==> config.mk <==
export PLATFORM = sky130hd
export DESIGN_NAME = tcu_tx_port
export DESIGN_NICKNAME = d
export VERILOG_FILES = /design/src/shared/tcu_pkg.sv /design/src/verilog/tcu_credit_ctr.sv /design/src/verilog/tcu_tx_port.sv
export VERILOG_INCLUDE_DIRS = /design/src /design/src/shared
export SDC_FILE = /design/constraint.sdc
export NUM_CORES = 1
export LEC_CHECK = 0
export ABC_AREA = 1
export ABC_CLOCK_PERIOD_IN_PS = 8800
export BUFFER_PORTS_ARGS = -buffer_cell sky130_fd_sc_hd__clkbuf_2
export CORE_MARGIN = 5
export CORE_UTILIZATION = 59
export DETAILED_ROUTE_END_ITERATION = 10
export HOLD_SLACK_MARGIN = 0.03
export PLACE_DENSITY = 0.9
export RECOVER_POWER = 50
export SKIP_LAST_GASP = 1
export SLEW_MARGIN = 25
export SYNTH_ARGS = -nofsm -noshare
export SYNTH_HDL_FRONTEND = slang
export SYNTH_SLANG_ARGS = --single-unit
==> constraint.sdc <==
create_clock -name i_clk -period 8.8 [get_ports i_clk]
set_input_delay 1.32 -clock i_clk [delete_from_list [all_inputs] [get_ports i_clk]]
set_output_delay 1.32 -clock i_clk [all_outputs]
set_load 0.01 [all_outputs]
==> src/shared/tcu_defines.svh <==
// constants for the transmit credit user port
`ifndef TCU_DEFINES_SVH
`define TCU_DEFINES_SVH

// ==========================================================
// credit bus layout
`define TCU_HDR_W 9
`define TCU_DATA_W 13
`define TCU_NCLASS 3
`define TCU_CLS_POSTED 2'h0
`define TCU_CLS_NONPOSTED 2'h1
`define TCU_CLS_CPL 2'h2

// ==========================================================
// header fields of the first 64-bit word
`define TCU_HAS_DATA_BIT 62
`define TCU_TYPE_HI 60
`define TCU_TYPE_LO 56
`define TCU_LEN_HI 41
`define TCU_LEN_LO 32
`define TCU_TYPE_MEM 4'h0
`define TCU_TYPE_CPL 4'h5
`define TCU_TYPE_MSG 2'h2
`define TCU_LEN_MAX_CREDITS 9'h100

// ==========================================================
// datapath
`define TCU_WORD_W 64
`define TCU_BYTES 8

`endif

==> src/shared/tcu_pkg.sv <==
// types shared by the transmit credit user port
package tcu_pkg;
    typedef enum logic {
        TCU_IDLE,
        TCU_XFER
    } tcu_state_type;
endpackage

==> src/verilog/tcu_credit_ctr.sv <==
// one credit counter with infinite flag in the top bit
`timescale 1ns/1ns
`include "tcu_defines.svh"
module tcu_credit_ctr
    import tcu_pkg::*;
#(
    parameter int W = `TCU_HDR_W
) (
    // clock and reset
    input wire logic i_clk,
    input wire logic i_rstn,
    // flow-control update
    input wire logic i_upd,
    input wire logic i_upd_inf,
    input wire logic [W-2:0] i_upd_inc,
    // consumption on a sent tlp
    input wire logic i_use,
    input wire logic [W-2:0] i_use_amt,
    // credit available
    output logic [W-1:0] o_avail
);

    logic [W-1:0] next_avail;

    // ==========================================================
    // counter
    always_comb begin
        logic [W-1:0] sum;
        sum = {1'b0, o_avail[W-2:0]} + {1'b0, i_upd_inc};
        next_avail = o_avail;
        // once infinite, later updates leave the ignored count alone
        if (i_upd && !o_avail[W-1]) begin
            if (i_upd_inf) begin
                next_avail[W-1] = 1'b1;
            end else if (sum[W-1]) begin
                next_avail[W-2:0] = '1;
            end else begin
                next_avail[W-2:0] = sum[W-2:0];
            end
        end
        // infinite credit is never spent
        if (i_use && !next_avail[W-1]) begin
            if (next_avail[W-2:0] > i_use_amt) begin
                next_avail[W-2:0] = next_avail[W-2:0] - i_use_amt;
            end else begin
                next_avail[W-2:0] = '0;
            end
        end
    end

    always_ff @(posedge i_clk or negedge i_rstn) begin
        if (!i_rstn) begin
            o_avail <= '0;
        end else begin
            o_avail <= next_avail;
        end
    end
endmodule // tcu_credit_ctr

==> src/verilog/tcu_tx_port.sv <==
// transmit tlp user port with credit accounting and receive byte order
// Functional notes
// - cancel ends tlp; no last with it
// - upper-half flag marks only [63:32] valid
// - downshift clock enable; advance only when high
// - three 9-bit header credit buses
// - header bit 8 means infinite credits
// - three 13-bit data credit buses
// - data bit 12 means infinite credits
// - credits rise only on flow-control update
// - posted send pulses posted recheck
// - completion send pulses completion recheck
// - receive bytes most significant first
// - request may stay high; ready drops between
// - receive first and last word marks
// - asynchronous active-low reset
`timescale 1ns/1ns
`include "tcu_defines.svh"
module tcu_tx_port
    import tcu_pkg::*;
#(
    parameter int NATIVE_LANES = 4
) (
    // clock and reset
    input wire logic i_clk,
    input wire logic i_rstn,
    // user transmit side
    input wire logic i_tx_send_request,
    input wire logic i_tx_tlp_first,
    input wire logic i_tx_tlp_last,
    input wire logic i_tx_tlp_cancel,
    input wire logic i_tx_upper_half_only,
    input wire logic [`TCU_WORD_W-1:0] i_tx_word_bus,
    output logic o_tx_accept_ready,
    output logic o_tx_clk_en,
    // credit buses
    output logic [`TCU_HDR_W-1:0] o_posted_hdr_credit_avail,
    output logic [`TCU_HDR_W-1:0] o_nonposted_hdr_credit_avail,
    output logic [`TCU_HDR_W-1:0] o_cpl_hdr_credit_avail,
    output logic [`TCU_DATA_W-1:0] o_posted_data_credit_avail,
    output logic [`TCU_DATA_W-1:0] o_nonposted_data_credit_avail,
    output logic [`TCU_DATA_W-1:0] o_cpl_data_credit_avail,
    output logic o_posted_credit_recheck,
    output logic o_cpl_credit_recheck,
    // link side: lane width and flow-control updates
    input wire logic [2:0] i_trained_lanes,
    input wire logic i_fc_update,
    input wire logic [1:0] i_fc_class,
    input wire logic i_fc_hdr_inf,
    input wire logic [`TCU_HDR_W-2:0] i_fc_hdr_inc,
    input wire logic i_fc_data_inf,
    input wire logic [`TCU_DATA_W-2:0] i_fc_data_inc,
    // link side: outgoing words
    output logic o_link_valid,
    output logic o_link_first,
    output logic o_link_last,
    output logic o_link_cancel,
    output logic o_link_upper_half,
    output logic [`TCU_WORD_W-1:0] o_link_word,
    // link side: incoming words, byte 0 in the low lane
    input wire logic i_link_rx_valid,
    input wire logic i_link_rx_first,
    input wire logic i_link_rx_last,
    input wire logic [`TCU_WORD_W-1:0] i_link_rx_word,
    // user receive side
    output logic o_rx_valid,
    output logic o_rx_tlp_first,
    output logic o_rx_tlp_last,
    output logic [`TCU_WORD_W-1:0] o_rx_word_bus
);

    // ==========================================================
    // helper functions
    function automatic logic [1:0] tlp_class(input logic [`TCU_WORD_W-1:0] w);
        logic [4:0] t;
        t = w[`TCU_TYPE_HI:`TCU_TYPE_LO];
        if ((w[`TCU_HAS_DATA_BIT] && t[4:1] == `TCU_TYPE_MEM) || t[4:3] == `TCU_TYPE_MSG) begin
            return `TCU_CLS_POSTED;
        end else if (t[4:1] == `TCU_TYPE_CPL) begin
            return `TCU_CLS_CPL;
        end else begin
            return `TCU_CLS_NONPOSTED;
        end
    endfunction

    // data credits are 4 dwords each; zero length means 1024 dwords
    function automatic logic [`TCU_DATA_W-2:0] data_cost(input logic [`TCU_WORD_W-1:0] w);
        logic [10:0] len;
        len = {1'b0, w[`TCU_LEN_HI:`TCU_LEN_LO]};
        if (!w[`TCU_HAS_DATA_BIT]) begin
            return '0;
        end else if (len == 11'h000) begin
            return {3'h0, `TCU_LEN_MAX_CREDITS};
        end else begin
            return {3'h0, 9'((len + 11'h003) >> 2)};
        end
    endfunction

    function automatic logic [`TCU_WORD_W-1:0] msb_first(input logic [`TCU_WORD_W-1:0] w);
        logic [`TCU_WORD_W-1:0] r;
        r = '0;
        for (int i = 0; i < `TCU_BYTES; i++) begin
            r[`TCU_WORD_W-1-8*i -: 8] = w[8*i +: 8];
        end
        return r;
    endfunction

    // ==========================================================
    // downshift clock enable
    logic [2:0] div_cnt;
    logic [2:0] next_div_cnt;
    logic next_clk_en;

    always_comb begin
        logic [2:0] ratio;
        ratio = 3'h1;
        if (int'(i_trained_lanes) >= NATIVE_LANES) begin
            ratio = 3'h1;
        end else if (i_trained_lanes == 3'h2) begin
            ratio = 3'(NATIVE_LANES / 2);
        end else begin
            ratio = 3'(NATIVE_LANES);
        end
        next_clk_en = (div_cnt == 3'h0);
        next_div_cnt = (div_cnt + 3'h1 >= ratio) ? 3'h0 : div_cnt + 3'h1;
    end

    always_ff @(posedge i_clk or negedge i_rstn) begin
        if (!i_rstn) begin
            div_cnt <= 3'h0;
            o_tx_clk_en <= 1'b0;
        end else begin
            div_cnt <= next_div_cnt;
            o_tx_clk_en <= next_clk_en;
        end
    end

    // ==========================================================
    // transmit handshake and word forwarding
    tcu_state_type state;
    tcu_state_type next_state;
    logic in_tlp;
    logic next_in_tlp;
    logic [1:0] cur_class;
    logic [1:0] next_cur_class;
    logic [`TCU_DATA_W-2:0] cur_cost;
    logic [`TCU_DATA_W-2:0] next_cur_cost;
    logic next_ready;
    logic take;
    logic commit;
    logic [1:0] commit_class;
    logic [`TCU_DATA_W-2:0] commit_cost;

    always_comb begin
        take = (state == TCU_XFER) && o_tx_clk_en && (i_tx_tlp_first || in_tlp);
        next_state = state;
        next_in_tlp = in_tlp;
        next_cur_class = cur_class;
        next_cur_cost = cur_cost;
        next_ready = 1'b0;
        commit = 1'b0;
        commit_class = cur_class;
        commit_cost = cur_cost;
        case (state)
            TCU_IDLE: begin
                // one ready pulse per tlp, so ready drops between tlps
                if (i_tx_send_request && o_tx_clk_en) begin
                    next_ready = 1'b1;
                    next_state = TCU_XFER;
                end
            end
            TCU_XFER: begin
                if (take) begin
                    if (i_tx_tlp_first) begin
                        commit_class = tlp_class(i_tx_word_bus);
                        commit_cost = data_cost(i_tx_word_bus);
                        next_cur_class = commit_class;
                        next_cur_cost = commit_cost;
                        next_in_tlp = 1'b1;
                    end
                    if (i_tx_tlp_cancel) begin
                        next_in_tlp = 1'b0;
                        next_state = TCU_IDLE;
                    end else if (i_tx_tlp_last) begin
                        commit = 1'b1;
                        next_in_tlp = 1'b0;
                        next_state = TCU_IDLE;
                    end
                end
            end
            default: begin
                next_state = TCU_IDLE;
            end
        endcase
    end

    always_ff @(posedge i_clk or negedge i_rstn) begin
        if (!i_rstn) begin
            state <= TCU_IDLE;
            in_tlp <= 1'b0;
            cur_class <= `TCU_CLS_POSTED;
            cur_cost <= '0;
            o_tx_accept_ready <= 1'b0;
            o_link_valid <= 1'b0;
            o_link_first <= 1'b0;
            o_link_last <= 1'b0;
            o_link_cancel <= 1'b0;
            o_link_upper_half <= 1'b0;
            o_link_word <= '0;
            o_posted_credit_recheck <= 1'b0;
            o_cpl_credit_recheck <= 1'b0;
        end else begin
            state <= next_state;
            in_tlp <= next_in_tlp;
            cur_class <= next_cur_class;
            cur_cost <= next_cur_cost;
            o_tx_accept_ready <= next_ready;
            o_link_valid <= take;
            o_link_first <= take && i_tx_tlp_first;
            o_link_last <= take && i_tx_tlp_last && !i_tx_tlp_cancel;
            o_link_cancel <= take && i_tx_tlp_cancel;
            o_link_upper_half <= take && i_tx_upper_half_only;
            o_link_word <= take ? i_tx_word_bus : o_link_word;
            o_posted_credit_recheck <= commit && commit_class == `TCU_CLS_POSTED;
            o_cpl_credit_recheck <= commit && commit_class == `TCU_CLS_CPL;
        end
    end

    // ==========================================================
    // credit counters, one header and one data per class
    logic [`TCU_HDR_W-1:0] hdr_avail [`TCU_NCLASS];
    logic [`TCU_DATA_W-1:0] data_avail [`TCU_NCLASS];

    for (genvar c = 0; c < `TCU_NCLASS; c++) begin : g_cls
        logic upd;
        logic use_c;
        assign upd = i_fc_update && i_fc_class == 2'(c);
        assign use_c = commit && commit_class == 2'(c);
        tcu_credit_ctr #(.W(`TCU_HDR_W)) u_hdr (
            .i_clk(i_clk),
            .i_rstn(i_rstn),
            .i_upd(upd),
            .i_upd_inf(i_fc_hdr_inf),
            .i_upd_inc(i_fc_hdr_inc),
            .i_use(use_c),
            .i_use_amt(8'h01),
            .o_avail(hdr_avail[c])
        );
        tcu_credit_ctr #(.W(`TCU_DATA_W)) u_data (
            .i_clk(i_clk),
            .i_rstn(i_rstn),
            .i_upd(upd),
            .i_upd_inf(i_fc_data_inf),
            .i_upd_inc(i_fc_data_inc),
            .i_use(use_c),
            .i_use_amt(commit_cost),
            .o_avail(data_avail[c])
        );
    end

    assign o_posted_hdr_credit_avail = hdr_avail[`TCU_CLS_POSTED];
    assign o_nonposted_hdr_credit_avail = hdr_avail[`TCU_CLS_NONPOSTED];
    assign o_cpl_hdr_credit_avail = hdr_avail[`TCU_CLS_CPL];
    assign o_posted_data_credit_avail = data_avail[`TCU_CLS_POSTED];
    assign o_nonposted_data_credit_avail = data_avail[`TCU_CLS_NONPOSTED];
    assign o_cpl_data_credit_avail = data_avail[`TCU_CLS_CPL];

    // ==========================================================
    // receive path: reorder to most significant byte first
    always_ff @(posedge i_clk or negedge i_rstn) begin
        if (!i_rstn) begin
            o_rx_valid <= 1'b0;
            o_rx_tlp_first <= 1'b0;
            o_rx_tlp_last <= 1'b0;
            o_rx_word_bus <= '0;
        end else begin
            o_rx_valid <= i_link_rx_valid;
            o_rx_tlp_first <= i_link_rx_valid && i_link_rx_first;
            o_rx_tlp_last <= i_link_rx_valid && i_link_rx_last;
            o_rx_word_bus <= i_link_rx_valid ? msb_first(i_link_rx_word) : o_rx_word_bus;
        end
    end
endmodule // tcu_tx_port

Word-level counts from Yosys, hierarchy flattened:

Index checks and enable logic that the tools add are counted.

* register bits: 225
* bits of input ports: 166

* $lt $le $gt $ge: 8
* bitwise operators: 1
* add/sub/neg operators: 14
* equality and inequality tests: 7
* multiplexer cells: 62
* reduce and logical (&&, ||, !) cells: 51

Operators by type and width (count)
* $mux 12: 15
* $mux 8: 12
* $mux 9: 5
* $add 12x12->13: 3
* $mux 13: 3
* $gt 12x12->1: 3
* $sub 12x12->12: 3
* $logic_and 1x1->1: 29
* $add 8x8->9: 3
* $gt 8x1->1 const B: 3
* $sub 8x1->8 const B: 3
* $mux 1: 18
* $logic_not 1->1: 13
* $add 10x2->11 const B: 1
* $logic_not 10->1: 1
* $mux 2: 5
* $mux 3: 3
* $eq 2x2->1 const B: 3
* $eq 2x1->1 const B: 2
* $eq 4x3->1 const B: 1
* $logic_not 2->1: 2
* $logic_not 4->1: 1
* $add 3x1->3 const B: 1
* $eq 3x2->1 const B: 1
* other kinds (8): 9

Depth between registers and ports, before layout:

Gate-level depths: netlist of run 1.

* depth in word-level cells: 11
* gate-level depth with buffers: 27

Cells and area by module:

A second synthesis of run 1 with hierarchy kept.

* cells, all modules: 2215
* area, all modules: 16445.8 um^2

By module, submodules not included
* tcu_tx_port: cells an instance 588, area an instance 6301.0 um^2, sequential area each 3978.8 um^2, instances 1
* tcu_credit_ctr (g_cls[0].u_hdr ...): cells an instance 204, area an instance 1321.3 um^2, sequential area each 225.2 um^2, instances 2
* tcu_credit_ctr (g_cls[1].u_data): cells an instance 339, area an instance 2082.0 um^2, sequential area each 325.3 um^2, instances 1
* tcu_credit_ctr (g_cls[0].u_data): cells an instance 341, area an instance 2057.0 um^2, sequential area each 325.3 um^2, instances 1
* tcu_credit_ctr (g_cls[2].u_data): cells an instance 334, area an instance 2050.7 um^2, sequential area each 325.3 um^2, instances 1
* tcu_credit_ctr (g_cls[2].u_hdr): cells an instance 205, area an instance 1312.5 um^2, sequential area each 225.2 um^2, instances 1

Worst setup path before layout of run 1:

OpenSTA, ideal clock, no wires.

* path type: in2reg
* from: in i_fc_data_inc[3]
* to: reg g_cls[1].u_data.o_avail[3]
* arrival time: 4.306 ns
* stages: 21
* setup slack: 4.418 ns
* setup time: 0.076 ns
* cells stage by stage: ha_1 a21oi_1 o21ai_0 a21oi_1 o21ai_0 a21oi_1 buf_2 nand2_1 nand2_1 ha_1 fa_1 nand3b_1 nand2_1 a21oi_1 o21ai_0 nand2_1 nand2_1 nand3_2 inv_1 nand2_1 o21ai_1

* cells in the longest elaborated chain, start to end: 7
* elaborated cells on any way between the ends: 8

RTL lines
* from (decl): RTL line tcu_tx_port.sv:52 `` input wire logic [`TCU_DATA_W-2:0] i_fc_data_inc, ``
* $add 12x12->13 *: RTL line tcu_credit_ctr.sv:29 `sum = {1'b0, o_avail[W-2:0]} + {1'b0, i_upd_inc};`
* $mux 12 *: RTL line tcu_credit_ctr.sv:35 `end else if (sum[W-1]) begin`
* $mux 12 *: RTL line tcu_credit_ctr.sv:33 `if (i_upd_inf) begin`
* $mux 13 *: RTL line tcu_credit_ctr.sv:32 `if (i_upd && !o_avail[W-1]) begin`
* $sub 12x12->12 or $gt 12x12->1 (tied branches): RTL line tcu_credit_ctr.sv:44, tcu_credit_ctr.sv:43
* $mux 12: RTL line tcu_credit_ctr.sv:43 `if (next_avail[W-2:0] > i_use_amt) begin`
* $mux 12 *: RTL line tcu_credit_ctr.sv:42 `if (i_use && !next_avail[W-1]) begin`
* via g_cls[1].u_data.next_avail[3]: RTL line tcu_credit_ctr.sv:23 `logic [W-1:0] next_avail;`
* to (signal assigned): RTL line tcu_credit_ctr.sv:55 `o_avail <= next_avail;`
* to (decl): RTL line tcu_credit_ctr.sv:20 `output logic [W-1:0] o_avail`

Mark *: on every way through the listed nets, which the timed path passes. The rest lies on a longest branch.
A chain may end at the register's enable or synchronous reset.

==> flow_metrics.tcl, run 1 <==
set metrics [dict create \
    fp.dieArea_um2 28000 \
    postCtsSetupBuffers 0 \
    drt_pass1_iterations 6 \
    slew_viol_final 234 \
    tns_ns 0 \
    die_y_um 167 \
    overflow 0 \
    worst_pin_slew_ns 4.90 \
    clock_latency_ns 0.54 \
    grt_pass1_wl_mm 73.0 \
    slowest_delay_ns 3.38 \
    start_util_pct 59.9 \
    port_buffers 371 \
    gp_congestion 0.944 \
    cp_num_buf_inv 2 \
    cts_sinks 225 \
    p_leak_uw 0.00957 \
    cp.required_ns 9.35 \
    path_delay_family "buffers and inverters" \
    p_total_uw 5450 \
    via_per_inst 5.52 \
    cellPowerDensity_nw_per_um2 312 \
    row_count 57 \
    ys.warnings.count 0 \
    min_path_type "reg2reg" \
    fmax_mhz 187 \
    syn2layout_area_growth_pct 19.7 \
    arrival_ns 5.90 \
    layout_common_cells "nand2_1 (550), clkbuf_2 (298), dfrtp_1 (225), inv_1 (218), nor2_1 (132)" \
    cts_hold_buffers 0 \
    drc_errors 0 \
    top_level_ports 372 \
    path_clk_slew_ns 0.06 \
    critical_path_class "in2async" \
    h-tree-depth 1 \
    antenna_left 0 \
    yosysSeqAreaShare_pct 38.6 \
    synth.avg_cell_area_um2 7.88 \
    setup_viol 0 \
    clock-root-buffer "clkbuf_16" \
    dpl.hpwl_mm 35.8 \
    hold-worst-slack_ns 0.476 \
    min_period_ns 5.35 \
    status "finished with violations" \
    synth_seq_cells 225 \
    final_nets 2504 \
    synth_fp_nets 2131 \
    hold_viol 0 \
    rsz0062_at_grt "false" \
    worst_ir_drop_vdd_mv 0.248 \
    synthFlopType "dfrtp_1" \
    drt_iter0_drc 1432 \
    core_area_um2 24300 \
    clk_path_buf_depth 3 \
    die_w_um 167 \
    yosysUniqueCellTypes 48 \
    grt_max_degree 86 \
    antenna_found_initial 2 \
    routedWlPerCell_um 18.0 \
    cap_violations 3 \
    start_kind "input pin" \
    first_global_vias 14200 \
    syn_inst 1849 \
    layout_commonest_cell "nand2_1" \
    slew_headroom_pct -227 \
    drive_gt1_share_pct 21.6 \
    crit_slowest_cell "clkbuf_1" \
    cts_resized 0 \
    vias 14200 \
    violations "max-capacitance violations, max-slew violations" \
    clock_skew_ns 0.0120 \
    cts_tree "yes" \
    synth_area_um2 14600 \
    cts_buffers 25 \
    synth_edf_count 0 \
    crit_path_max_fanout 85 \
    cp_cell_sequence "clkbuf_1 -> buf_4" \
    finalWirelength_mm 46.2 \
    async_reset_ff_share_pct 100 \
    period_share_pct 60.8 \
    endpoint_kind "asynchronous set/reset pin" \
    grt_usage_pct 31.9 \
]
## routing by layer
metal,wire [um],share of wire [%],global-route usage [%],vias up
met5,0,0,0,-
met4,1860,4.0,11.7,0
met3,4160,9.0,5.99,127
met2,21800,47,54.0,657
met1,18400,40,41.2,6661
li1,-,-,-,6710
## cell type report
cell class              instances  area [um2]
repair buffers                379        1820
multi-input cells            1367        7930
inverters                     224         841
clock inverters                 5         115
clock buffers                  36         707
fillers                      1950        6870
diodes                          2        5.00
well taps                     324         405
flip-flops and latches        225        5630
## cell usage after synthesis (2+ instances only)
cell type | instances | area share [%]
nor4_1 | 3 | 0.13
buf_2 | 6 | 0.21
nand4_1 | 18 | 0.77
nand3_2 | 3 | 0.21
inv_2 | 7 | 0.18
a31oi_1 | 4 | 0.17
xor2_1 | 33 | 2.0
a22oi_1 | 4 | 0.21
nand2_1 | 548 | 14
or2_2 | 44 | 1.9
a211oi_1 | 6 | 0.31
inv_1 | 217 | 5.6
o21ai_1 | 12 | 0.41
o21a_1 | 3 | 0.15
nor3_2 | 2 | 0.14
fa_1 | 9 | 1.2
nor2_1 | 131 | 3.4
a21boi_0 | 19 | 0.98
o21ai_0 | 68 | 2.3
or2_0 | 3 | 0.13
nor2_2 | 10 | 0.43
nand3b_1 | 8 | 0.41
and2_1 | 3 | 0.13
nor3_1 | 14 | 0.48
nand3_1 | 109 | 3.7
o21bai_1 | 7 | 0.36
nand2_4 | 5 | 0.39
o22ai_1 | 2 | 0.086
a21oi_1 | 76 | 2.6
xnor2_1 | 29 | 1.7
o211ai_1 | 2 | 0.10
nor2_4 | 4 | 0.31
clkbuf_1 | 24 | 0.62
dfrtp_1 | 225 | 39
a21o_1 | 3 | 0.15
buf_4 | 2 | 0.10
nand2_2 | 6 | 0.26
mux2_2 | 64 | 4.9
ha_1 | 107 | 9.2
## final timing paths
path                       depth (start not counted)  slack (ns)                                    end                   startpoint
max                                                2        3.45                   div_cnt[0]$_DFF_PN0_                       i_rstn
min                                                2        0.48            o_link_word[35]$_DFFE_PN0P_  o_link_word[35]$_DFFE_PN0P_
max reg2reg                                       11        4.18  g_cls[2].u_data.o_avail[10]$_DFF_PN0_              state$_DFF_PN0_
min reg2reg                                        2        0.48            o_link_word[35]$_DFFE_PN0P_  o_link_word[35]$_DFFE_PN0P_
max in group i_clk                                12        3.72  g_cls[2].u_data.o_avail[10]$_DFF_PN0_               i_tx_tlp_first
min in group asynchronous                          1        2.56          o_rx_word_bus[36]$_DFFE_PN0P_                       i_rstn
## report_power, final
group | leakage (uW) | switching, uW | total [uW] | internal, uW
Combinational | 0.00643 | 1760 | 2820 | 1060
Clock | 0.000401 | 425 | 1070 | 644
Sequential | 0.00273 | 232 | 1570 | 1340
Total | 0.00957 | 2410 | 5450 | 3040
## state kept, by name, summed over array words and instances, names as in the netlist, 2 cells and up
register,cells
cur_cost,12
cur_class,2
div_cnt,3
g_cls.u_data.o_avail,39
g_cls.u_hdr.o_avail,27
o_rx_word_bus,64
o_link_word,64
## through the flow
stage | cell area [um2] | utilization [%] | worst slack [ns] | std cells
2_1_floorplan | 14600 | - | 4.42 | 1849
4_1_cts | 17600 | 72.3 | 4.13 | 2560
5_1_grt | 17500 | 71.8 | 2.51 | 2562
3_5_place_dp | 16800 | 69.0 | 3.58 | 2519
3_3_place_gp | 16800 | 69.0 | 3.75 | 2519
6_report | 17500 | 71.8 | 3.45 | 2562
## cell families after synthesis
logic type,share of synthesized area (%)
XOR/XNOR,3.72
adder cells (fa/ha/maj),10.4
flip-flops,38.6
buffers and inverters,6.72
AO/OA/AOI/OAI,8.18
multiplexers,4.94
AND/OR/NAND/NOR,27.4
(Power assumes the default switching activity.)
==> run 2: changes to the inputs <==
--- a/config.mk
+++ b/config.mk
@@ -7,13 +7,13 @@
 export NUM_CORES = 1
 export LEC_CHECK = 0
 export ABC_AREA = 1
-export ABC_CLOCK_PERIOD_IN_PS = 8800
+export ABC_CLOCK_PERIOD_IN_PS = 5220
 export BUFFER_PORTS_ARGS = -buffer_cell sky130_fd_sc_hd__clkbuf_2
 export CORE_MARGIN = 5
-export CORE_UTILIZATION = 59
+export CORE_UTILIZATION = 54
 export DETAILED_ROUTE_END_ITERATION = 10
 export HOLD_SLACK_MARGIN = 0.03
-export PLACE_DENSITY = 0.9
+export PLACE_DENSITY = 0.83
 export RECOVER_POWER = 50
 export SKIP_LAST_GASP = 1
 export SLEW_MARGIN = 25
==> constraint.sdc (replaced) <==
create_clock -name i_clk -period 5.22 [get_ports i_clk]
set_input_delay 0.783 -clock i_clk [delete_from_list [all_inputs] [get_ports i_clk]]
set_output_delay 0.783 -clock i_clk [all_outputs]
set_load 0.01 [all_outputs]
==> run 2 against run 1 <==
Net effect:
- worst hold slack got worse by 0.038 ns
- count of clock-buffer cells in the layout unchanged
- the run still ends with max-capacitance violations, max-slew violations left
- clock skew is 0.0026 ns lower
- worst setup slack worse by 2.5 ns
- cell count grew 0.78%
- routed wire length decreased by 3.6%
- highest routed layer unchanged
==> flow_metrics.tcl, run 2 (synthesis results as in run 1) <==
set metrics [dict create \
    via_per_inst 5.35 \
    row_count 60 \
    overflow 0 \
    grt_pass1_wl_mm 71.2 \
    switching_power_uw 4030 \
    cts_tree "yes" \
    crit_path_max_fanout 79 \
    start_kind "flop" \
    dpl.hpwl_mm 35.1 \
    swShare_pct 43.7 \
    cp_num_buf_inv 3 \
    tns_ns 0 \
    path_clk_slew_ns 0.06 \
    setup_viol 0 \
    drt_iter0_drc 818 \
    cts_resized 0 \
    min_period_ns 4.31 \
    critical_path_class "reg2reg" \
    layout_commonest_cell "nand2_1" \
    cp_cell_sequence "nand2_1 -> clkinv_1 -> nand2_1 -> nor2_1 -> nand2_4 -> inv_2 -> nand2_4 -> nor2_1 -> inv_1 -> nand3_1 -> o21ai_0" \
    fp.dieArea_um2 30400 \
    postCtsSetupBuffers 0 \
    status "finished with violations" \
    stdcell_area_um2 17600 \
    port_buffers 371 \
    clock_skew_ns 0.00940 \
    hp-start "i_tx_word_bus[16]" \
    final_nets 2506 \
    clock-root-buffer "clkbuf_16" \
    grt_usage_pct 28.6 \
    cts_sinks 225 \
    antennaDiodeCount 0 \
    p_leak_uw 0.00981 \
    finalWirelength_mm 44.5 \
    die_y_um 174 \
    slew_headroom_pct -140 \
    hold-worst-slack_ns 0.438 \
    cts_buffers 25 \
    endpoint_kind "flop" \
    syn2layout_area_growth_pct 20.9 \
    antenna_found_initial 0 \
    min_path_type "in2reg" \
    drc_errors 0 \
    largestRegisters "o_link_word x64, o_rx_word_bus x64, g_cls.u_data.o_avail x39" \
    crit_slowest_cell "nand2_1" \
    seq_area_um2 5630 \
    setup_ws_ns 0.910 \
    dp.cells 2537 \
    path_delay_family "simple AND/OR/NAND/NOR gates" \
    comb_power_share_pct 51.4 \
    layout.cells.non_filler 2582 \
    die_w_um 174 \
    fmax_mhz 232 \
    drt_pass1_iterations 5 \
    violations "max-capacitance violations, max-slew violations" \
    multi_input_area_um2 7930 \
    period_share_pct 82.6 \
    h-tree-depth 1 \
    slew_viol_final 188 \
    first_global_vias 13800 \
    routedWlPerCell_um 17.2 \
    antenna_left 0 \
    clk_path_buf_depth 3 \
    place_area_um2 16800 \
    grt_max_degree 137 \
    clkPwrFrac_pct 20.2 \
    pwr-share-seq_pct 28.4 \
    slowest_delay_ns 1.36 \
    reg2reg_from "o_tx_clk_en$_DFF_PN0_" \
    start_util_pct 54.4 \
    drive_gt1_share_pct 24.6 \
    vias 13800 \
    clock_latency_ns 0.54 \
    top_level_ports 372 \
    cellPowerDensity_nw_per_um2 523 \
    fillers 2211 \
    place_ws_ns 0.577 \
    rsz0062_at_grt "false" \
    hold_viol 0 \
    worst_ir_drop_vdd_mv 0.341 \
    arrival_ns 4.71 \
    worst_pin_slew_ns 3.60 \
    core_area_um2 26800 \
    internal_power_uw 5190 \
    gp_congestion 0.957 \
    layout_common_cells "nand2_1 (550), clkbuf_2 (365), dfrtp_1 (225), inv_1 (218), nor2_1 (132)" \
    cp.required_ns 5.62 \
    cap_violations 3 \
    cp-startpoint "o_tx_clk_en$_DFF_PN0_" \
    cts_hold_buffers 0 \
]
## run 2: power groups by stage
stage               clock (uW)  sequential (uW)  combinational (uW)
floorplan                    0             2770                3030
global placement             0             2630                4530
detailed placement           0             2630                4670
CTS                       1890             2620                4700
global route              1970             2680                5300
finish                    1860             2620                4740
## run 2: tightest hold or removal path: stages
cell and delay (ns):
clkbuf_2 0.07, nand2_1 0.04, nand2_1 0.04
## run 2: final timing paths
path / cells after the start / to / slack (ns)
worst max-delay path: 11 / g_cls[1].u_data.o_avail[1]$_DFF_PN0_ / 0.91
worst min-delay path: 3 / o_link_word[16]$_DFFE_PN0P_ / 0.44
worst max register to register: 11 / g_cls[1].u_data.o_avail[1]$_DFF_PN0_ / 0.91
worst min register to register: 1 / o_tx_clk_en$_DFF_PN0_ / 0.46
max in group asynchronous: 2 / o_link_last$_DFF_PN0_ / 2.83
min in group asynchronous: 1 / o_rx_word_bus[26]$_DFFE_PN0P_ / 0.96
## run 2: per-layer routing
metal	part of all wire [%]	global-route usage [%]
met4	4.3	10.7
met2	47	48.2
met5	0	0
met1	41	37.1
met3	7.5	5.07
## run 2: layout make-up
cell class	count	share of cell area, %
Multi-Input combinational cell	1367	44.9
Sequential cell	225	31.9
Timing Repair Buffer	381	11.1
Inverter	224	4.77
Clock buffer	36	4.12
Tap cell	341	2.42
Clock inverter	8	0.752
## run 2: metrics by stage
step / total power (uW) / utilization (%)
2_1_floorplan: 5790 / -
3_3_place_gp: 7150 / 62.7
3_5_place_dp: 7300 / 62.7
4_1_cts: 9210 / 65.9
5_1_grt: 9950 / 65.8
6_report: 9220 / 65.8
==> run 3: changes to the inputs <==
--- a/config.mk
+++ b/config.mk
@@ -7,13 +7,13 @@
 export NUM_CORES = 1
 export LEC_CHECK = 0
 export ABC_AREA = 1
-export ABC_CLOCK_PERIOD_IN_PS = 5220
+export ABC_CLOCK_PERIOD_IN_PS = 3920
 export BUFFER_PORTS_ARGS = -buffer_cell sky130_fd_sc_hd__clkbuf_2
 export CORE_MARGIN = 5
-export CORE_UTILIZATION = 54
+export CORE_UTILIZATION = 49
 export DETAILED_ROUTE_END_ITERATION = 10
 export HOLD_SLACK_MARGIN = 0.03
-export PLACE_DENSITY = 0.83
+export PLACE_DENSITY = 0.8
 export RECOVER_POWER = 50
 export SKIP_LAST_GASP = 1
 export SLEW_MARGIN = 25
==> constraint.sdc (replaced) <==
create_clock -name i_clk -period 3.92 [get_ports i_clk]
set_input_delay 0.588 -clock i_clk [delete_from_list [all_inputs] [get_ports i_clk]]
set_output_delay 0.588 -clock i_clk [all_outputs]
set_load 0.01 [all_outputs]
==> run 3 against run 2 <==
Net effect:
- the run still ends with max-capacitance violations, max-slew violations left
- largest power group unchanged
- final area increased by 3.0%
- global-route usage decreased by 1.7 points
- total power increased by 40%
- fmax increased by 17%
- routed wire length increased by 2.2%
- worst hold slack got worse by 0.21 ns
- sequential power increased by 34%
- clock skew increased by 0.0074 ns
- flip-flop and latch count unchanged
- first-iteration DRC count increased by 2.9%
- via count increased by 1.7%
==> flow_metrics.tcl, run 3 (synthesis results as in run 1) <==
set metrics [dict create \
    status "finished with violations" \
    violations "max-capacitance violations, max-slew violations" \
    tns_ns 0 \
    fp.dieArea_um2 33300 \
    start_util_pct 49.5 \
    min_path_type "in2reg" \
    cp.required_ns 4.34 \
    min_period_ns 3.70 \
    core_area_um2 29500 \
    pwr-share-seq_pct 27.2 \
    routedWlPerCell_um 17.0 \
    r2r_setup_slack_ns 0.22 \
    vias 14000 \
    first_global_vias 14300 \
    holdPathStages 3 \
    drt_pass1_iterations 5 \
    fmax_mhz 271 \
    timing.rr.end "g_cls[0].u_data.o_avail[10]$_DFF_PN0_" \
    critical_path_class "reg2reg" \
    clock-root-buffer "clkbuf_16" \
    postCtsSetupBuffers 0 \
    final_nets 2556 \
    largestRegisters "o_link_word x64, o_rx_word_bus x64, g_cls.u_data.o_avail x39" \
    reg2reg_from "g_cls[0].u_data.o_avail[0]$_DFF_PN0_" \
    cts_buffers 26 \
    port_buffers 371 \
    p_leak_uw 0.0101 \
    clk_path_buf_depth 3 \
    cts_resized 0 \
    cap_violations 2 \
    grt_max_degree 116 \
    cts_tree "yes" \
    grt_usage_pct 26.9 \
    die_w_um 182 \
    cp.depth 23 \
    drt_iter0_drc 842 \
    syn2layout_area_growth_pct 24.6 \
    crit_slowest_cell "dfrtp_1" \
    path_clk_slew_ns 0.06 \
    seq_area_um2 5630 \
    dpl.hpwl_mm 36.3 \
    layout_commonest_cell "nand2_1" \
    cp_cell_sequence "ha_1 -> fa_1 -> a21oi_1 -> inv_1 -> nand2_1 -> nand2_1 -> a21oi_4 -> buf_4 -> nand2_1 -> nand2_1 -> inv_1 -> ha_1 -> a21oi_1 -> nand2_1 -> a21oi_1 -> o21ai_1 -> nand2_1 -> nand2_1 -> nand2_1 -> inv_1 -> buf_4 -> nand4_1 -> nand2_1" \
    switching_power_uw 5550 \
    arrival_ns 4.11 \
    layout_common_cells "nand2_1 (547), clkbuf_2 (356), dfrtp_1 (224), inv_1 (219), nor2_1 (132)" \
    slew_viol_final 182 \
    multi_input_area_um2 7990 \
    drive_gt1_share_pct 26.5 \
    clock_latency_ns 0.54 \
    antennaDiodeCount 0 \
    die_y_um 182 \
    internal_power_uw 7340 \
    antenna_found_initial 0 \
    crit_path_max_fanout 7 \
    cts_hold_buffers 0 \
    cts_sinks 225 \
    antenna_left 0 \
    clock_skew_ns 0.0168 \
    gp_congestion 0.940 \
    worst_ir_drop_vdd_mv 0.473 \
    slew_headroom_pct -139 \
    endpoint "g_cls[0].u_data.o_avail[10]$_DFF_PN0_" \
    drc_errors 0 \
    reg2reg_depth 23 \
    path_delay_family "adder cells" \
    comb_power_share_pct 52.9 \
    endpoint_kind "flop" \
    h-tree-depth 1 \
    cp_num_buf_inv 5 \
    p_total_uw 12900 \
    clkPwrFrac_pct 19.8 \
    cp-startpoint "g_cls[0].u_data.o_avail[0]$_DFF_PN0_" \
    crit_path_frequent_cell "nand2_1" \
    cellPowerDensity_nw_per_um2 710 \
    overflow 0 \
    slowest_delay_ns 0.45 \
    grt_pass1_wl_mm 73.3 \
    start_kind "flop" \
    row_count 63 \
    hold_viol 0 \
    swShare_pct 43.1 \
    via_per_inst 5.23 \
    setup_viol 0 \
    worst_pin_slew_ns 3.58 \
    hold-worst-slack_ns 0.225 \
    finalWirelength_mm 45.5 \
    fillers 2585 \
    period_share_pct 94.3 \
    final_core_util_pct 61.6 \
    top_level_ports 372 \
]
[run 3: cell count changes in the layout (fill, tap and decap cells not counted), sizes merged]
cell | before | now
buf | 8 | 55
clkbuf | 409 | 417
bufinv | 3 | 2
clkinv | 4 | 2
clkinvlp | 1 | 2
[run 3: worst min path at each step]
stage                                 from                             to  slack [ns]
2_1_floorplan                       i_rstn         cur_class[0]$_DFF_PN0_        0.29
3_3_place_gp    o_link_word[6]$_DFFE_PN0P_     o_link_word[6]$_DFFE_PN0P_        0.46
3_5_place_dp   o_link_word[19]$_DFFE_PN0P_    o_link_word[19]$_DFFE_PN0P_        0.46
4_1_cts                             i_rstn  o_rx_word_bus[52]$_DFFE_PN0P_        0.16
5_1_grt               i_tx_upper_half_only    o_link_upper_half$_DFF_PN0_        0.21
6_report              i_tx_upper_half_only    o_link_upper_half$_DFF_PN0_        0.22
[run 3: final cells by class]
class	instances	share of cell area (%)
clock buffers	42	4.46
repair buffers	430	12.6
inverters	224	4.63
multi-input cells	1367	44.0
well taps	390	2.69
clock inverters	6	0.606
flip-flops and latches	225	31.0
[run 3: power groups by stage]
stage,registers (uW),logic (uW),clock network [uW]
after floorplan,3680,4030,0
after global placement,3500,6550,0
after detailed placement,3520,6720,0
after CTS,3500,6770,2600
after global routing,3580,7630,2710
final,3510,6830,2560
[run 3: metal layers]
metal,up-vias,track usage (%),part of all wire (%)
li1,6822,-,-
met1,6642,35.6,43
met2,475,45.7,48
met3,110,3.99,6.1
met4,0,8.41,3.4
met5,-,0,0
[run 3: through the flow]
stage | worst slack (ns) | cell area [um2] | cells
4_1_cts | 0.117 | 18200 | 2684
5_1_grt | -0.0213 | 18200 | 2684
3_5_place_dp | -0.195 | 17300 | 2636
6_report | 0.224 | 18200 | 2684
2_1_floorplan | 0.270 | 14600 | 1849
3_3_place_gp | 0.00707 | 17300 | 2636
[run 3: worst min-delay path, cell delays in order]
cell,delay [ns]
clkbuf_2,0.08
inv_1,0.04
nor2_1,0.03
